--- src/rtl/cmd_decode_pkg.sv ---
package cmd_decode_pkg;

  // Command codes
  localparam logic [7:0] CMD_HEALTH = 8'hb0;
  localparam logic [7:0] CMD_SET_FEATURES = 8'hef;
  localparam logic [7:0] CMD_POWER_QUERY = 8'he5;
  localparam logic [7:0] CMD_POWER_QUERY_ALT = 8'h98;
  localparam logic [7:0] CMD_SET_MAX_ADDR = 8'hf9;

  // Health-monitoring subfunctions
  localparam logic [7:0] HM_READ_ATTR = 8'hd0;
  localparam logic [7:0] HM_READ_THRESH = 8'hd1;
  localparam logic [7:0] HM_AUTOSAVE = 8'hd2;
  localparam logic [7:0] HM_SAVE_ATTR = 8'hd3;
  localparam logic [7:0] HM_OFFLINE = 8'hd4;
  localparam logic [7:0] HM_READ_LOG = 8'hd5;
  localparam logic [7:0] HM_WRITE_LOG = 8'hd6;
  localparam logic [7:0] HM_ENABLE = 8'hd8;
  localparam logic [7:0] HM_DISABLE = 8'hd9;
  localparam logic [7:0] HM_STATUS = 8'hda;
  localparam logic [7:0] HM_AUTO_OFFLINE = 8'hdb;

  // Set Features subfunctions
  localparam logic [7:0] SF_WCACHE_ON = 8'h02;
  localparam logic [7:0] SF_XFER_MODE = 8'h03;
  localparam logic [7:0] SF_APM_ON = 8'h05;
  localparam logic [7:0] SF_PUIS_ON = 8'h06;
  localparam logic [7:0] SF_SPINUP = 8'h07;
  localparam logic [7:0] SF_LOOKAHEAD_ON = 8'haa;
  localparam logic [7:0] SF_REVERT_ON = 8'hcc;
  localparam logic [7:0] SF_LOOKAHEAD_OFF = 8'h55;
  localparam logic [7:0] SF_REVERT_OFF = 8'h66;
  localparam logic [7:0] SF_WCACHE_OFF = 8'h82;
  localparam logic [7:0] SF_APM_OFF = 8'h85;
  localparam logic [7:0] SF_PUIS_OFF = 8'h86;

  // Field positions
  localparam int DEV_BIT = 4;
  localparam int LBA_BIT = 6;
  localparam int OPTION_BIT = 0;
  localparam int ERR_ABORT_BIT = 2;
  localparam int ST_BSY = 7;
  localparam int ST_RDY = 6;
  localparam int ST_ERR = 0;

  // Power-mode results and reset values
  localparam logic [7:0] PWR_STANDBY = 8'h00;
  localparam logic [7:0] PWR_ACTIVE = 8'hff;
  localparam logic [7:0] STATUS_RESET = 8'h40;
  localparam logic [7:0] ERROR_RESET = 8'h00;
  localparam logic [2:0] FEAT_RESET = 3'h0;

  typedef enum logic [1:0] {
    ST_IDLE = 2'b00,
    ST_EXEC = 2'b01,
    ST_DONE = 2'b10
  } state_t;

  typedef enum logic [3:0] {
    OP_NONE = 4'h0,
    OP_HM_READ_ATTR = 4'h1,
    OP_HM_READ_THRESH = 4'h2,
    OP_HM_AUTOSAVE = 4'h3,
    OP_HM_SAVE_ATTR = 4'h4,
    OP_HM_OFFLINE = 4'h5,
    OP_HM_READ_LOG = 4'h6,
    OP_HM_WRITE_LOG = 4'h7,
    OP_HM_ENABLE = 4'h8,
    OP_HM_DISABLE = 4'h9,
    OP_HM_STATUS = 4'ha,
    OP_HM_AUTO_OFFLINE = 4'hb
  } health_op_t;

endpackage : cmd_decode_pkg

--- src/rtl/ata_subcommand_power_check.sv ---
`timescale 1ns/1ps
// Contract
// - B0 feature selects health-monitoring subfunction
// - EF enable-type feature codes decoded
// - EF disable-type feature codes decoded
// - Device bit ignored; always device zero
// - Addressing bit: zero CHS, one LBA
// - Retry bit has no effect
// - Unused bits and don't-care digits ignored
// - Option bit used only by max-address
// - Status/error loaded at completion with interrupt
// - E5 and 98 both run power query
// - Sector count 00 standby/sleep, else FF
// - Query: BSY/DF/COR clear, only abort error
// - Fixed input bits constant, valid bits driven
module ata_subcommand_power_check (
  // Clock and reset
  input wire logic clk_i,
  input wire logic reset_i,
  input wire logic enable_i,
  // Command block from host
  input wire logic cmd_write_i,
  input wire logic [7:0] cmd_code_i,
  input wire logic [7:0] feature_i,
  input wire logic [7:0] sector_count_i,
  input wire logic [7:0] device_head_i,
  // Drive state
  input wire logic spun_down_i,
  input wire logic fault_i,
  // Results
  output logic [7:0] status_o,
  output logic [7:0] error_o,
  output logic [7:0] sector_count_o,
  output logic intrq_o,
  output logic lba_mode_o,
  output logic max_addr_option_o,
  // Decoded subfunctions
  output logic [3:0] health_op_o,
  output logic write_cache_o,
  output logic apm_o,
  output logic standby_powerup_o,
  output logic look_ahead_o,
  output logic revert_defaults_o,
  output logic xfer_mode_set_o,
  output logic spinup_req_o
);

  // Health subfunction code, none for unlisted values
  function automatic cmd_decode_pkg::health_op_t health_decode(
    input logic [7:0] f
  );
    unique case (f)
      cmd_decode_pkg::HM_READ_ATTR:
        return cmd_decode_pkg::OP_HM_READ_ATTR;
      cmd_decode_pkg::HM_READ_THRESH:
        return cmd_decode_pkg::OP_HM_READ_THRESH;
      cmd_decode_pkg::HM_AUTOSAVE:
        return cmd_decode_pkg::OP_HM_AUTOSAVE;
      cmd_decode_pkg::HM_SAVE_ATTR:
        return cmd_decode_pkg::OP_HM_SAVE_ATTR;
      cmd_decode_pkg::HM_OFFLINE:
        return cmd_decode_pkg::OP_HM_OFFLINE;
      cmd_decode_pkg::HM_READ_LOG:
        return cmd_decode_pkg::OP_HM_READ_LOG;
      cmd_decode_pkg::HM_WRITE_LOG:
        return cmd_decode_pkg::OP_HM_WRITE_LOG;
      cmd_decode_pkg::HM_ENABLE:
        return cmd_decode_pkg::OP_HM_ENABLE;
      cmd_decode_pkg::HM_DISABLE:
        return cmd_decode_pkg::OP_HM_DISABLE;
      cmd_decode_pkg::HM_STATUS:
        return cmd_decode_pkg::OP_HM_STATUS;
      cmd_decode_pkg::HM_AUTO_OFFLINE:
        return cmd_decode_pkg::OP_HM_AUTO_OFFLINE;
      default:
        return cmd_decode_pkg::OP_NONE;
    endcase
  endfunction : health_decode

  // Feature code known to the feature-setting command
  function automatic logic sf_known(input logic [7:0] f);
    unique case (f)
      cmd_decode_pkg::SF_WCACHE_ON,
      cmd_decode_pkg::SF_XFER_MODE,
      cmd_decode_pkg::SF_APM_ON,
      cmd_decode_pkg::SF_PUIS_ON,
      cmd_decode_pkg::SF_SPINUP,
      cmd_decode_pkg::SF_LOOKAHEAD_ON,
      cmd_decode_pkg::SF_REVERT_ON,
      cmd_decode_pkg::SF_LOOKAHEAD_OFF,
      cmd_decode_pkg::SF_REVERT_OFF,
      cmd_decode_pkg::SF_WCACHE_OFF,
      cmd_decode_pkg::SF_APM_OFF,
      cmd_decode_pkg::SF_PUIS_OFF:
        return 1'h1;
      default:
        return 1'h0;
    endcase
  endfunction : sf_known

  // Both power-query codes run the same command
  function automatic logic is_power_query(input logic [7:0] c);
    return c == cmd_decode_pkg::CMD_POWER_QUERY ||
      c == cmd_decode_pkg::CMD_POWER_QUERY_ALT;
  endfunction : is_power_query

  cmd_decode_pkg::state_t state_q, state_d;
  logic [7:0] cmd_q, cmd_d;
  logic [7:0] feat_q, feat_d;
  logic [7:0] status_q, status_d;
  logic [7:0] error_q, error_d;
  logic [7:0] count_q, count_d;
  logic intrq_q, intrq_d;
  logic lba_q, lba_d;
  logic opt_q, opt_d;
  cmd_decode_pkg::health_op_t hop_q, hop_d;
  logic [2:0] feat_en_q, feat_en_d;
  logic apm_q, apm_d;
  logic revert_q, revert_d;
  logic xfer_q, xfer_d;
  logic spin_q, spin_d;
  logic abort;
  logic take;
  logic exec;

  // Unknown command or subcommand aborts; full byte compares
  always_comb begin
    if (is_power_query(cmd_q)) begin
      abort = 1'h0;
    end else if (cmd_q == cmd_decode_pkg::CMD_SET_MAX_ADDR) begin
      abort = 1'h0;
    end else if (cmd_q == cmd_decode_pkg::CMD_HEALTH) begin
      abort = health_decode(feat_q) == cmd_decode_pkg::OP_NONE;
    end else if (cmd_q == cmd_decode_pkg::CMD_SET_FEATURES) begin
      abort = !sf_known(feat_q);
    end else begin
      abort = 1'h1;
    end
  end

  // Writes while busy are dropped
  assign take = cmd_write_i && state_q == cmd_decode_pkg::ST_IDLE;
  assign exec = state_q == cmd_decode_pkg::ST_EXEC;

  // Command capture and sequencing
  always_comb begin
    state_d = state_q;
    cmd_d = cmd_q;
    feat_d = feat_q;
    lba_d = lba_q;
    opt_d = opt_q;
    unique case (state_q)
      cmd_decode_pkg::ST_IDLE: begin
        if (take) begin
          cmd_d = cmd_code_i;
          feat_d = feature_i;
          // Device-select and retry bits are never looked at
          lba_d = device_head_i[cmd_decode_pkg::LBA_BIT];
          if (cmd_code_i == cmd_decode_pkg::CMD_SET_MAX_ADDR) begin
            opt_d = sector_count_i[cmd_decode_pkg::OPTION_BIT];
          end
          state_d = cmd_decode_pkg::ST_EXEC;
        end
      end
      cmd_decode_pkg::ST_EXEC: state_d = cmd_decode_pkg::ST_DONE;
      cmd_decode_pkg::ST_DONE: state_d = cmd_decode_pkg::ST_IDLE;
      default: state_d = cmd_decode_pkg::ST_IDLE;
    endcase
  end

  always_ff @(posedge clk_i or posedge reset_i) begin
    if (reset_i) begin
      state_q <= cmd_decode_pkg::ST_IDLE;
      cmd_q <= 8'h00;
      feat_q <= 8'h00;
      lba_q <= 1'h0;
      opt_q <= 1'h0;
    end else if (enable_i) begin
      state_q <= state_d;
      cmd_q <= cmd_d;
      feat_q <= feat_d;
      lba_q <= lba_d;
      opt_q <= opt_d;
    end
  end

  // Result registers
  always_comb begin
    status_d = status_q;
    error_d = error_q;
    count_d = count_q;
    intrq_d = 1'h0;
    if (take) begin
      status_d[cmd_decode_pkg::ST_BSY] = 1'h1;
    end
    if (exec) begin
      if (is_power_query(cmd_q)) begin
        count_d = spun_down_i ? cmd_decode_pkg::PWR_STANDBY
                              : cmd_decode_pkg::PWR_ACTIVE;
      end
      // Only abort may be set; other error bits fixed zero
      error_d = 8'h00;
      error_d[cmd_decode_pkg::ERR_ABORT_BIT] = abort;
      // BSY, DF, COR cleared; RDY and ERR valid
      status_d = 8'h00;
      status_d[cmd_decode_pkg::ST_RDY] = !fault_i;
      status_d[cmd_decode_pkg::ST_ERR] = abort;
      intrq_d = 1'h1;
    end
  end

  always_ff @(posedge clk_i or posedge reset_i) begin
    if (reset_i) begin
      status_q <= cmd_decode_pkg::STATUS_RESET;
      error_q <= cmd_decode_pkg::ERROR_RESET;
      count_q <= 8'h00;
      intrq_q <= 1'h0;
    end else if (enable_i) begin
      status_q <= status_d;
      error_q <= error_d;
      count_q <= count_d;
      intrq_q <= intrq_d;
    end
  end

  // Subfunction decode and feature levels
  always_comb begin
    hop_d = hop_q;
    feat_en_d = feat_en_q;
    apm_d = apm_q;
    revert_d = revert_q;
    xfer_d = 1'h0;
    spin_d = 1'h0;
    if (exec && !abort && cmd_q == cmd_decode_pkg::CMD_HEALTH) begin
      hop_d = health_decode(feat_q);
    end
    if (exec && !abort && cmd_q == cmd_decode_pkg::CMD_SET_FEATURES) begin
      unique case (feat_q)
        cmd_decode_pkg::SF_WCACHE_ON: feat_en_d[0] = 1'h1;
        cmd_decode_pkg::SF_PUIS_ON: feat_en_d[1] = 1'h1;
        cmd_decode_pkg::SF_LOOKAHEAD_ON: feat_en_d[2] = 1'h1;
        cmd_decode_pkg::SF_APM_ON: apm_d = 1'h1;
        cmd_decode_pkg::SF_REVERT_ON: revert_d = 1'h1;
        cmd_decode_pkg::SF_XFER_MODE: xfer_d = 1'h1;
        cmd_decode_pkg::SF_SPINUP: spin_d = 1'h1;
        cmd_decode_pkg::SF_WCACHE_OFF: feat_en_d[0] = 1'h0;
        cmd_decode_pkg::SF_PUIS_OFF: feat_en_d[1] = 1'h0;
        cmd_decode_pkg::SF_LOOKAHEAD_OFF: feat_en_d[2] = 1'h0;
        cmd_decode_pkg::SF_APM_OFF: apm_d = 1'h0;
        cmd_decode_pkg::SF_REVERT_OFF: revert_d = 1'h0;
        default: ;
      endcase
    end
  end

  always_ff @(posedge clk_i or posedge reset_i) begin
    if (reset_i) begin
      hop_q <= cmd_decode_pkg::OP_NONE;
      feat_en_q <= cmd_decode_pkg::FEAT_RESET;
      apm_q <= 1'h0;
      revert_q <= 1'h0;
      xfer_q <= 1'h0;
      spin_q <= 1'h0;
    end else if (enable_i) begin
      hop_q <= hop_d;
      feat_en_q <= feat_en_d;
      apm_q <= apm_d;
      revert_q <= revert_d;
      xfer_q <= xfer_d;
      spin_q <= spin_d;
    end
  end

  assign status_o = status_q;
  assign error_o = error_q;
  assign sector_count_o = count_q;
  assign intrq_o = intrq_q;
  assign lba_mode_o = lba_q;
  assign max_addr_option_o = opt_q;
  assign health_op_o = hop_q;
  assign write_cache_o = feat_en_q[0];
  assign standby_powerup_o = feat_en_q[1];
  assign look_ahead_o = feat_en_q[2];
  assign apm_o = apm_q;
  assign revert_defaults_o = revert_q;
  assign xfer_mode_set_o = xfer_q;
  assign spinup_req_o = spin_q;

endmodule : ata_subcommand_power_check

--- config.mk ---
export PLATFORM = sky130hd
export DESIGN_NAME = ata_subcommand_power_check
export DESIGN_NICKNAME = d
export VERILOG_FILES = /design/src/rtl/cmd_decode_pkg.sv /design/src/rtl/ata_subcommand_power_check.sv
export SDC_FILE = /design/constraint.sdc
export NUM_CORES = 1
export LEC_CHECK = 0
export CORE_ASPECT_RATIO = 1.25
export CORE_UTILIZATION = 50
export DETAILED_ROUTE_END_ITERATION = 8
export DONT_BUFFER_PORTS = 1
export GPL_TIMING_DRIVEN = 0
export PLACE_DENSITY_LB_ADDON = 0.3
export REMOVE_ABC_BUFFERS = 1
export SLEW_MARGIN = 20
export SYNTH_ARGS = -nofsm -noshare
export SYNTH_HDL_FRONTEND = slang
export SYNTH_SLANG_ARGS = --single-unit
--- constraint.sdc ---
create_clock -name clk_i -period 2.5 [get_ports clk_i]
set_clock_uncertainty 0.1 [all_clocks]
set_input_delay 0.5 -clock clk_i [delete_from_list [all_inputs] [get_ports clk_i]]
set_output_delay 0.5 -clock clk_i [all_outputs]
set_load 0.01 [all_outputs]
### After elaboration in Yosys (flattened, before gate mapping)

Cells that the tools add are included.
Widths: inputs -> output; s select.

| storage, ports and cells | value |
|---|---|
| logic and storage cells | 106 |
| bits of input ports | 38 |
| output and inout bits | 38 |
| register bits after elaboration | 44 |

| operators by class | value |
|---|---|
| muxes and demuxes | 28 |
| reductions and logical operators | 29 |
| eq/ne operators | 31 |

Operators with widths:

| operator | count |
|---|---|
| $eq 8x8->1 const B | 22 |
| $pmux 4 s11 | 1 |
| $eq 8x3->1 const B | 3 |
| $reduce_and 3->1 | 7 |
| $eq 8x2->1 const B | 2 |
| $eq 8x7->1 const B | 2 |
| $mux 8 | 2 |
| $mux 1 | 15 |
| $mux 4 | 3 |
| $reduce_bool 2->1 | 6 |
| $reduce_or 12->1 | 1 |
| $pmux 1 s2 | 5 |
| $reduce_and 2->1 | 4 |
| $logic_and 1x1->1 | 4 |
| $logic_not 4->1 | 1 |
| $pmux 2 s2 | 1 |
| $reduce_and 4->1 | 1 |
| $logic_not 1->1 | 3 |
| $eq 2x1->1 const B | 1 |
| $logic_not 2->1 | 1 |
| $mux 2 | 1 |
| $ne 2x2->1 const B | 1 |
| $logic_or 1x1->1 | 1 |

### Depth between registers and ports, before layout

| logic depth | value |
|---|---|
| depth after elaboration | 16 |
| mapped depth | 6 |
| depth with buffers taken out | 5 |

### Worst setup path after synthesis

No wires, ideal clock.

| path | value |
|---|---|
| path kind | register -> register |
| start point | register cmd_q[6] |
| end point | register hop_q[2] (netlist: health_op_o[2]) |
| setup slack | 0.608 ns |
| cell stages (with the launch flop) | 5 |
| required time | 2.296 ns |
| arrival | 1.688 ns |
| path buffers | 0 |
| cell sequence | dfrtp_1 -> or4b_4 -> a2111oi_4 -> o31ai_2 -> o41ai_2 |

| between the ends | value |
|---|---|
| longest elaborated chain between the ends | 9 |

RTL lines:

| item | RTL line | source |
|---|---|---|
| start: declaration | ata_subcommand_power_check.sv:108 | `logic [7:0] cmd_q, cmd_d;` |
| start signal: assignment | ata_subcommand_power_check.sv:180 | `cmd_q <= cmd_d;` |
| $eq 8x8->1 | ata_subcommand_power_check.sv:134 | `end else if (cmd_q == cmd_decode_pkg::CMD_SET_FEATURES) begin` |
| $mux 1 | ata_subcommand_power_check.sv:134 |  |
| $mux 1 | ata_subcommand_power_check.sv:132 | `end else if (cmd_q == cmd_decode_pkg::CMD_HEALTH) begin` |
| $mux 1 | ata_subcommand_power_check.sv:130 | `end else if (cmd_q == cmd_decode_pkg::CMD_SET_MAX_ADDR) begin` |
| $mux 1 | ata_subcommand_power_check.sv:128 | `if (is_power_query(cmd_q)) begin` |
| $logic_not 1->1 | ata_subcommand_power_check.sv:234 | `if (exec && !abort && cmd_q == cmd_decode_pkg::CMD_HEALTH) begin` |
| $logic_and 1x1->1 | ata_subcommand_power_check.sv:234 |  |
| $logic_and 1x1->1 * | ata_subcommand_power_check.sv:234 |  |
| $reduce_and 2->1 (no source line) * | - |  |
| end signal: assignment | ata_subcommand_power_check.sv:258 | `hop_q <= cmd_decode_pkg::OP_NONE;` |
| end signal: assignment | ata_subcommand_power_check.sv:265 | `hop_q <= hop_d;` |
| end: declaration | ata_subcommand_power_check.sv:116 | `cmd_decode_pkg::health_op_t hop_q, hop_d;` |

Mark *: on every way between the ends. The rest lies on a longest branch, timed or not.
A chain may end at the register's enable or synchronous reset.

### Worst setup path after layout

| path | value |
|---|---|
| start point | register state_q[1] |
| end point | register apm_q (netlist: apm_o) |

| between the ends | value |
|---|---|
| longest elaborated chain between the ends | 4 |

RTL lines:

| item | RTL line | source |
|---|---|---|
| start: declaration | ata_subcommand_power_check.sv:107 | `cmd_decode_pkg::state_t state_q, state_d;` |
| start signal: assignment | ata_subcommand_power_check.sv:173 | `state_q <= cmd_decode_pkg::ST_IDLE;` |
| start signal: assignment | ata_subcommand_power_check.sv:179 | `state_q <= state_d;` |
| $eq 2x1->1 | ata_subcommand_power_check.sv:143 | `assign exec = state_q == cmd_decode_pkg::ST_EXEC;` |
| $logic_and 1x1->1 (2 in a row) | ata_subcommand_power_check.sv:237 | `if (exec && !abort && cmd_q == cmd_decode_pkg::CMD_SET_FEATURES) begin` |
| $reduce_and 3->1 (no source line) | - |  |
| end signal: assignment | ata_subcommand_power_check.sv:267 | `apm_q <= apm_d;` |
| end: declaration | ata_subcommand_power_check.sv:118 | `logic apm_q, apm_d;` |

No other way between the ends.

==> results.yml <==
placement:
  io_buffers: 0
  place_inst: 191
  place_hpwl_um: 2510
  gp_congestion: 0.920
finish:
  final_cell_mix: "35 x dfrtp_1, 18 x mux2_2, 12 x nand2_1, 12 x conb_1, 10 x o21ai_0"
  final_util_pct: 53.2
  area_growth_pct: -0.397
  antenna_cells: 0
  drive_above_1_share_pct: 21.9
  final_common_cell: "dfrtp_1"
  instances_no_fill: 199
  fin_nets: 197
sta:
  fmax_ghz: 0.457
  setup_violations: 0
  fin_tns_setup_ns: 0
  finalCritPeriodShare_pct: 87.5
  worst_slew_pin_slew_ns: 0.754
  hold_viol: 0
  min_period_ns: 2.19
  rsz0062_at_grt: "no"
  slew_viol_final: 0
  max-slew-margin-rel_pct: 49.4
yosys:
  synth_top_area_share_pct: 46.3
  ys_ff_latch: 36
  synth_cells: 168
  synth_edf_count: 0
  netlist_area_sq_mm: 0.00189
  synth_top_area_cell: "dfrtp_1"
  async_flop_share_pct: 100
  yosysWarnings: 0
  avgSynthCellArea_sq_um: 11.3
  synthTopCellsByArea: "dfrtp_1 46%, mux2_2 11%, buf_4 9.1%"
  synth_seq_area_share_pct: 47.7
  ys_types: 40
  ys.flop_type: "dfrtp_1"
outcome:
  status: "finished, violations left"
  violations: "design-rule violations"
clock_network:
  clkTransAtPathRegs_ns: 0.07
  cts_buffer_depth: 2
  cts_tree: "yes"
  post_cts_buffers: 0
  clk_latency_ns: 0.29
  hold_buffers: 0
  clock-sinks: 36
  numCtsBuffers: 5
  htree_levels: 2
  clock-root-buffer: "clkbuf_8"
  post_cts_resized: 0
job:
  drv_cap: 0
global_route:
  grt_max_degree: 37
  met2_usage_pct: 30.5
  met3_usage_pct: 7.68
  grt_pass1_vias: 1238
  grt_usage_pct: 18.5
  top_usage_layer: "met2"
  antenna_found_initial: 0
  grt_pass1_wl_um: 5640
  use_met1_pct: 20.0
  grt-ovfl-total: 0
floorplan:
  dieArea_sq_mm: 0.00403
  die_h_um: 70.8
  core_area_sq_mm: 0.00354
  die_width_um: 57.0
  core.rowCount: 24
  ios: 76
  start_util_pct: 53.4
setup_path:
  required_ns: 2.56
  critPathKind: "register to register"
  start_kind: "register"
  crit_arrival_ns: 2.25
  cp_max_fo: 11
  cp-end-kind: "register"
pwr:
  sequentialPowerShare_pct: 55.2
  cellLeakagePower_uw: 0.000765
  power_uw: 1690
  p_sw_uw: 569
  power_frac_clock_pct: 25.0
  ir_drop_v: 0.000443
  swShare_pct: 33.7
  p_per_area_mw_per_mm2: 896
  intPower_uw: 1120
  comb_power_share_pct: 19.8
detailed_routing:
  drt_wl_total_um: 3400
  wire_per_inst_um: 17.1
  ant_nets: 0
  drc: 2
  dr.pass1.iters: 6
  vias_per_cell: 6.10
  detail_route.iter0.violations: 54
  vias: 1213
min_path:
  hold_class: "input port to async pin"
[logic make-up after synthesis]
| group | synth area share (%) |
|---|---|
| muxes | 10.7 |
| buffers and inverters | 11.8 |
| xor gates and xnor gates | 0.463 |
| AOI/OAI and AO/OA | 13.8 |
| and+or+nand+nor | 15.3 |
| DFF | 47.7 |
| other | 0.198 |
[power groups by stage]
stage          registers (uW)  logic, uW  clock network (uW)
6_report                  932        335                 422
5_1_grt                   957        374                 457
4_1_cts                   930        338                 437
3_5_place_dp              943        337                   0
3_3_place_gp              926        323                   0
2_1_floorplan             884        293                   0
[through the flow]
| step | instance area (sq um) | setup slack (ns) | hold WS, ns |
|---|---|---|---|
| after detailed placement | 1790 | 0.308 | 0.406 |
| after CTS | 1880 | 0.309 | 0.138 |
| after floorplan | 1730 | -0.115 | 0.373 |
| after global routing | 1880 | 0.0691 | 0.183 |
| after global placement | 1780 | -0.734 | 0.387 |
| final | 1880 | 0.312 | 0.113 |
[cells in the mapped netlist, types with 3 or more instances]
| master | n |
|---|---|
| nand4b_1 | 3 |
| buf_4 | 23 |
| o21ai_0 | 10 |
| nand2_1 | 12 |
| nor3_1 | 5 |
| a21oi_1 | 4 |
| a21o_1 | 3 |
| a31oi_1 | 3 |
| o31ai_1 | 5 |
| clkbuf_1 | 3 |
| inv_1 | 6 |
| nand2b_1 | 4 |
| dfrtp_1 | 35 |
| mux2_2 | 18 |
| nand3_1 | 3 |
[state kept, by name (all words and copies together) (netlist names)]
signal,count
cmd_q,8
feat_q,8
health_op_o,4
feat_en_q,3
status_o,3
state_q,2
apm_o,1
intrq_o,1
lba_mode_o,1
max_addr_option_o,1
revert_defaults_o,1
sector_count_o,1
spinup_req_o,1
xfer_mode_set_o,1
[metal layers]
metal | up-vias | wire length, um
li1 | 563 | -
met3 | 9 | 260
met1 | 589 | 1340
met5 | - | 0
met4 | 0 | 119
met2 | 52 | 1680
[path summary, 6_finish.rpt]
| kind | from | end | slack (ns) | cells after the start |
|---|---|---|---|---|
| worst min register to register | status_o[6]$_DFFE_PP1P_ | status_o[6]$_DFFE_PP1P_ | 0.41 | 2 |
| worst max register to register | state_q[1]$_DFFE_PP0P_ | apm_o$_DFFE_PP0P_ | 0.31 | 5 |
| max in group asynchronous | reset_i | health_op_o[2]$_DFFE_PP0P_ | 1.72 | 1 |
| min in group clk_i | fault_i | status_o[6]$_DFFE_PP1P_ | 0.18 | 1 |
| worst max-delay path | state_q[1]$_DFFE_PP0P_ | apm_o$_DFFE_PP0P_ | 0.31 | 5 |
| worst min-delay path | reset_i | lba_mode_o$_DFFE_PP0P_ | 0.11 | 1 |
[worst max-delay path, stage by stage, from the launching register on]
cell      delay, ns
dfrtp_1        0.40
nand3b_1       0.36
nor3_1         0.62
nand3_1        0.28
o21ai_0        0.21
o31ai_1        0.09
[area by class of cell]
| cell class | count | area (sq um) |
|---|---|---|
| well taps | 39 | 48.8 |
| clock buffers | 8 | 90.1 |
| inverters | 6 | 22.5 |
| multi-input cells | 109 | 813 |
| repair buffers | 1 | 7.51 |
| fillers | 337 | 1660 |
| flip-flops and latches | 36 | 902 |
(Power assumes the default switching activity.)
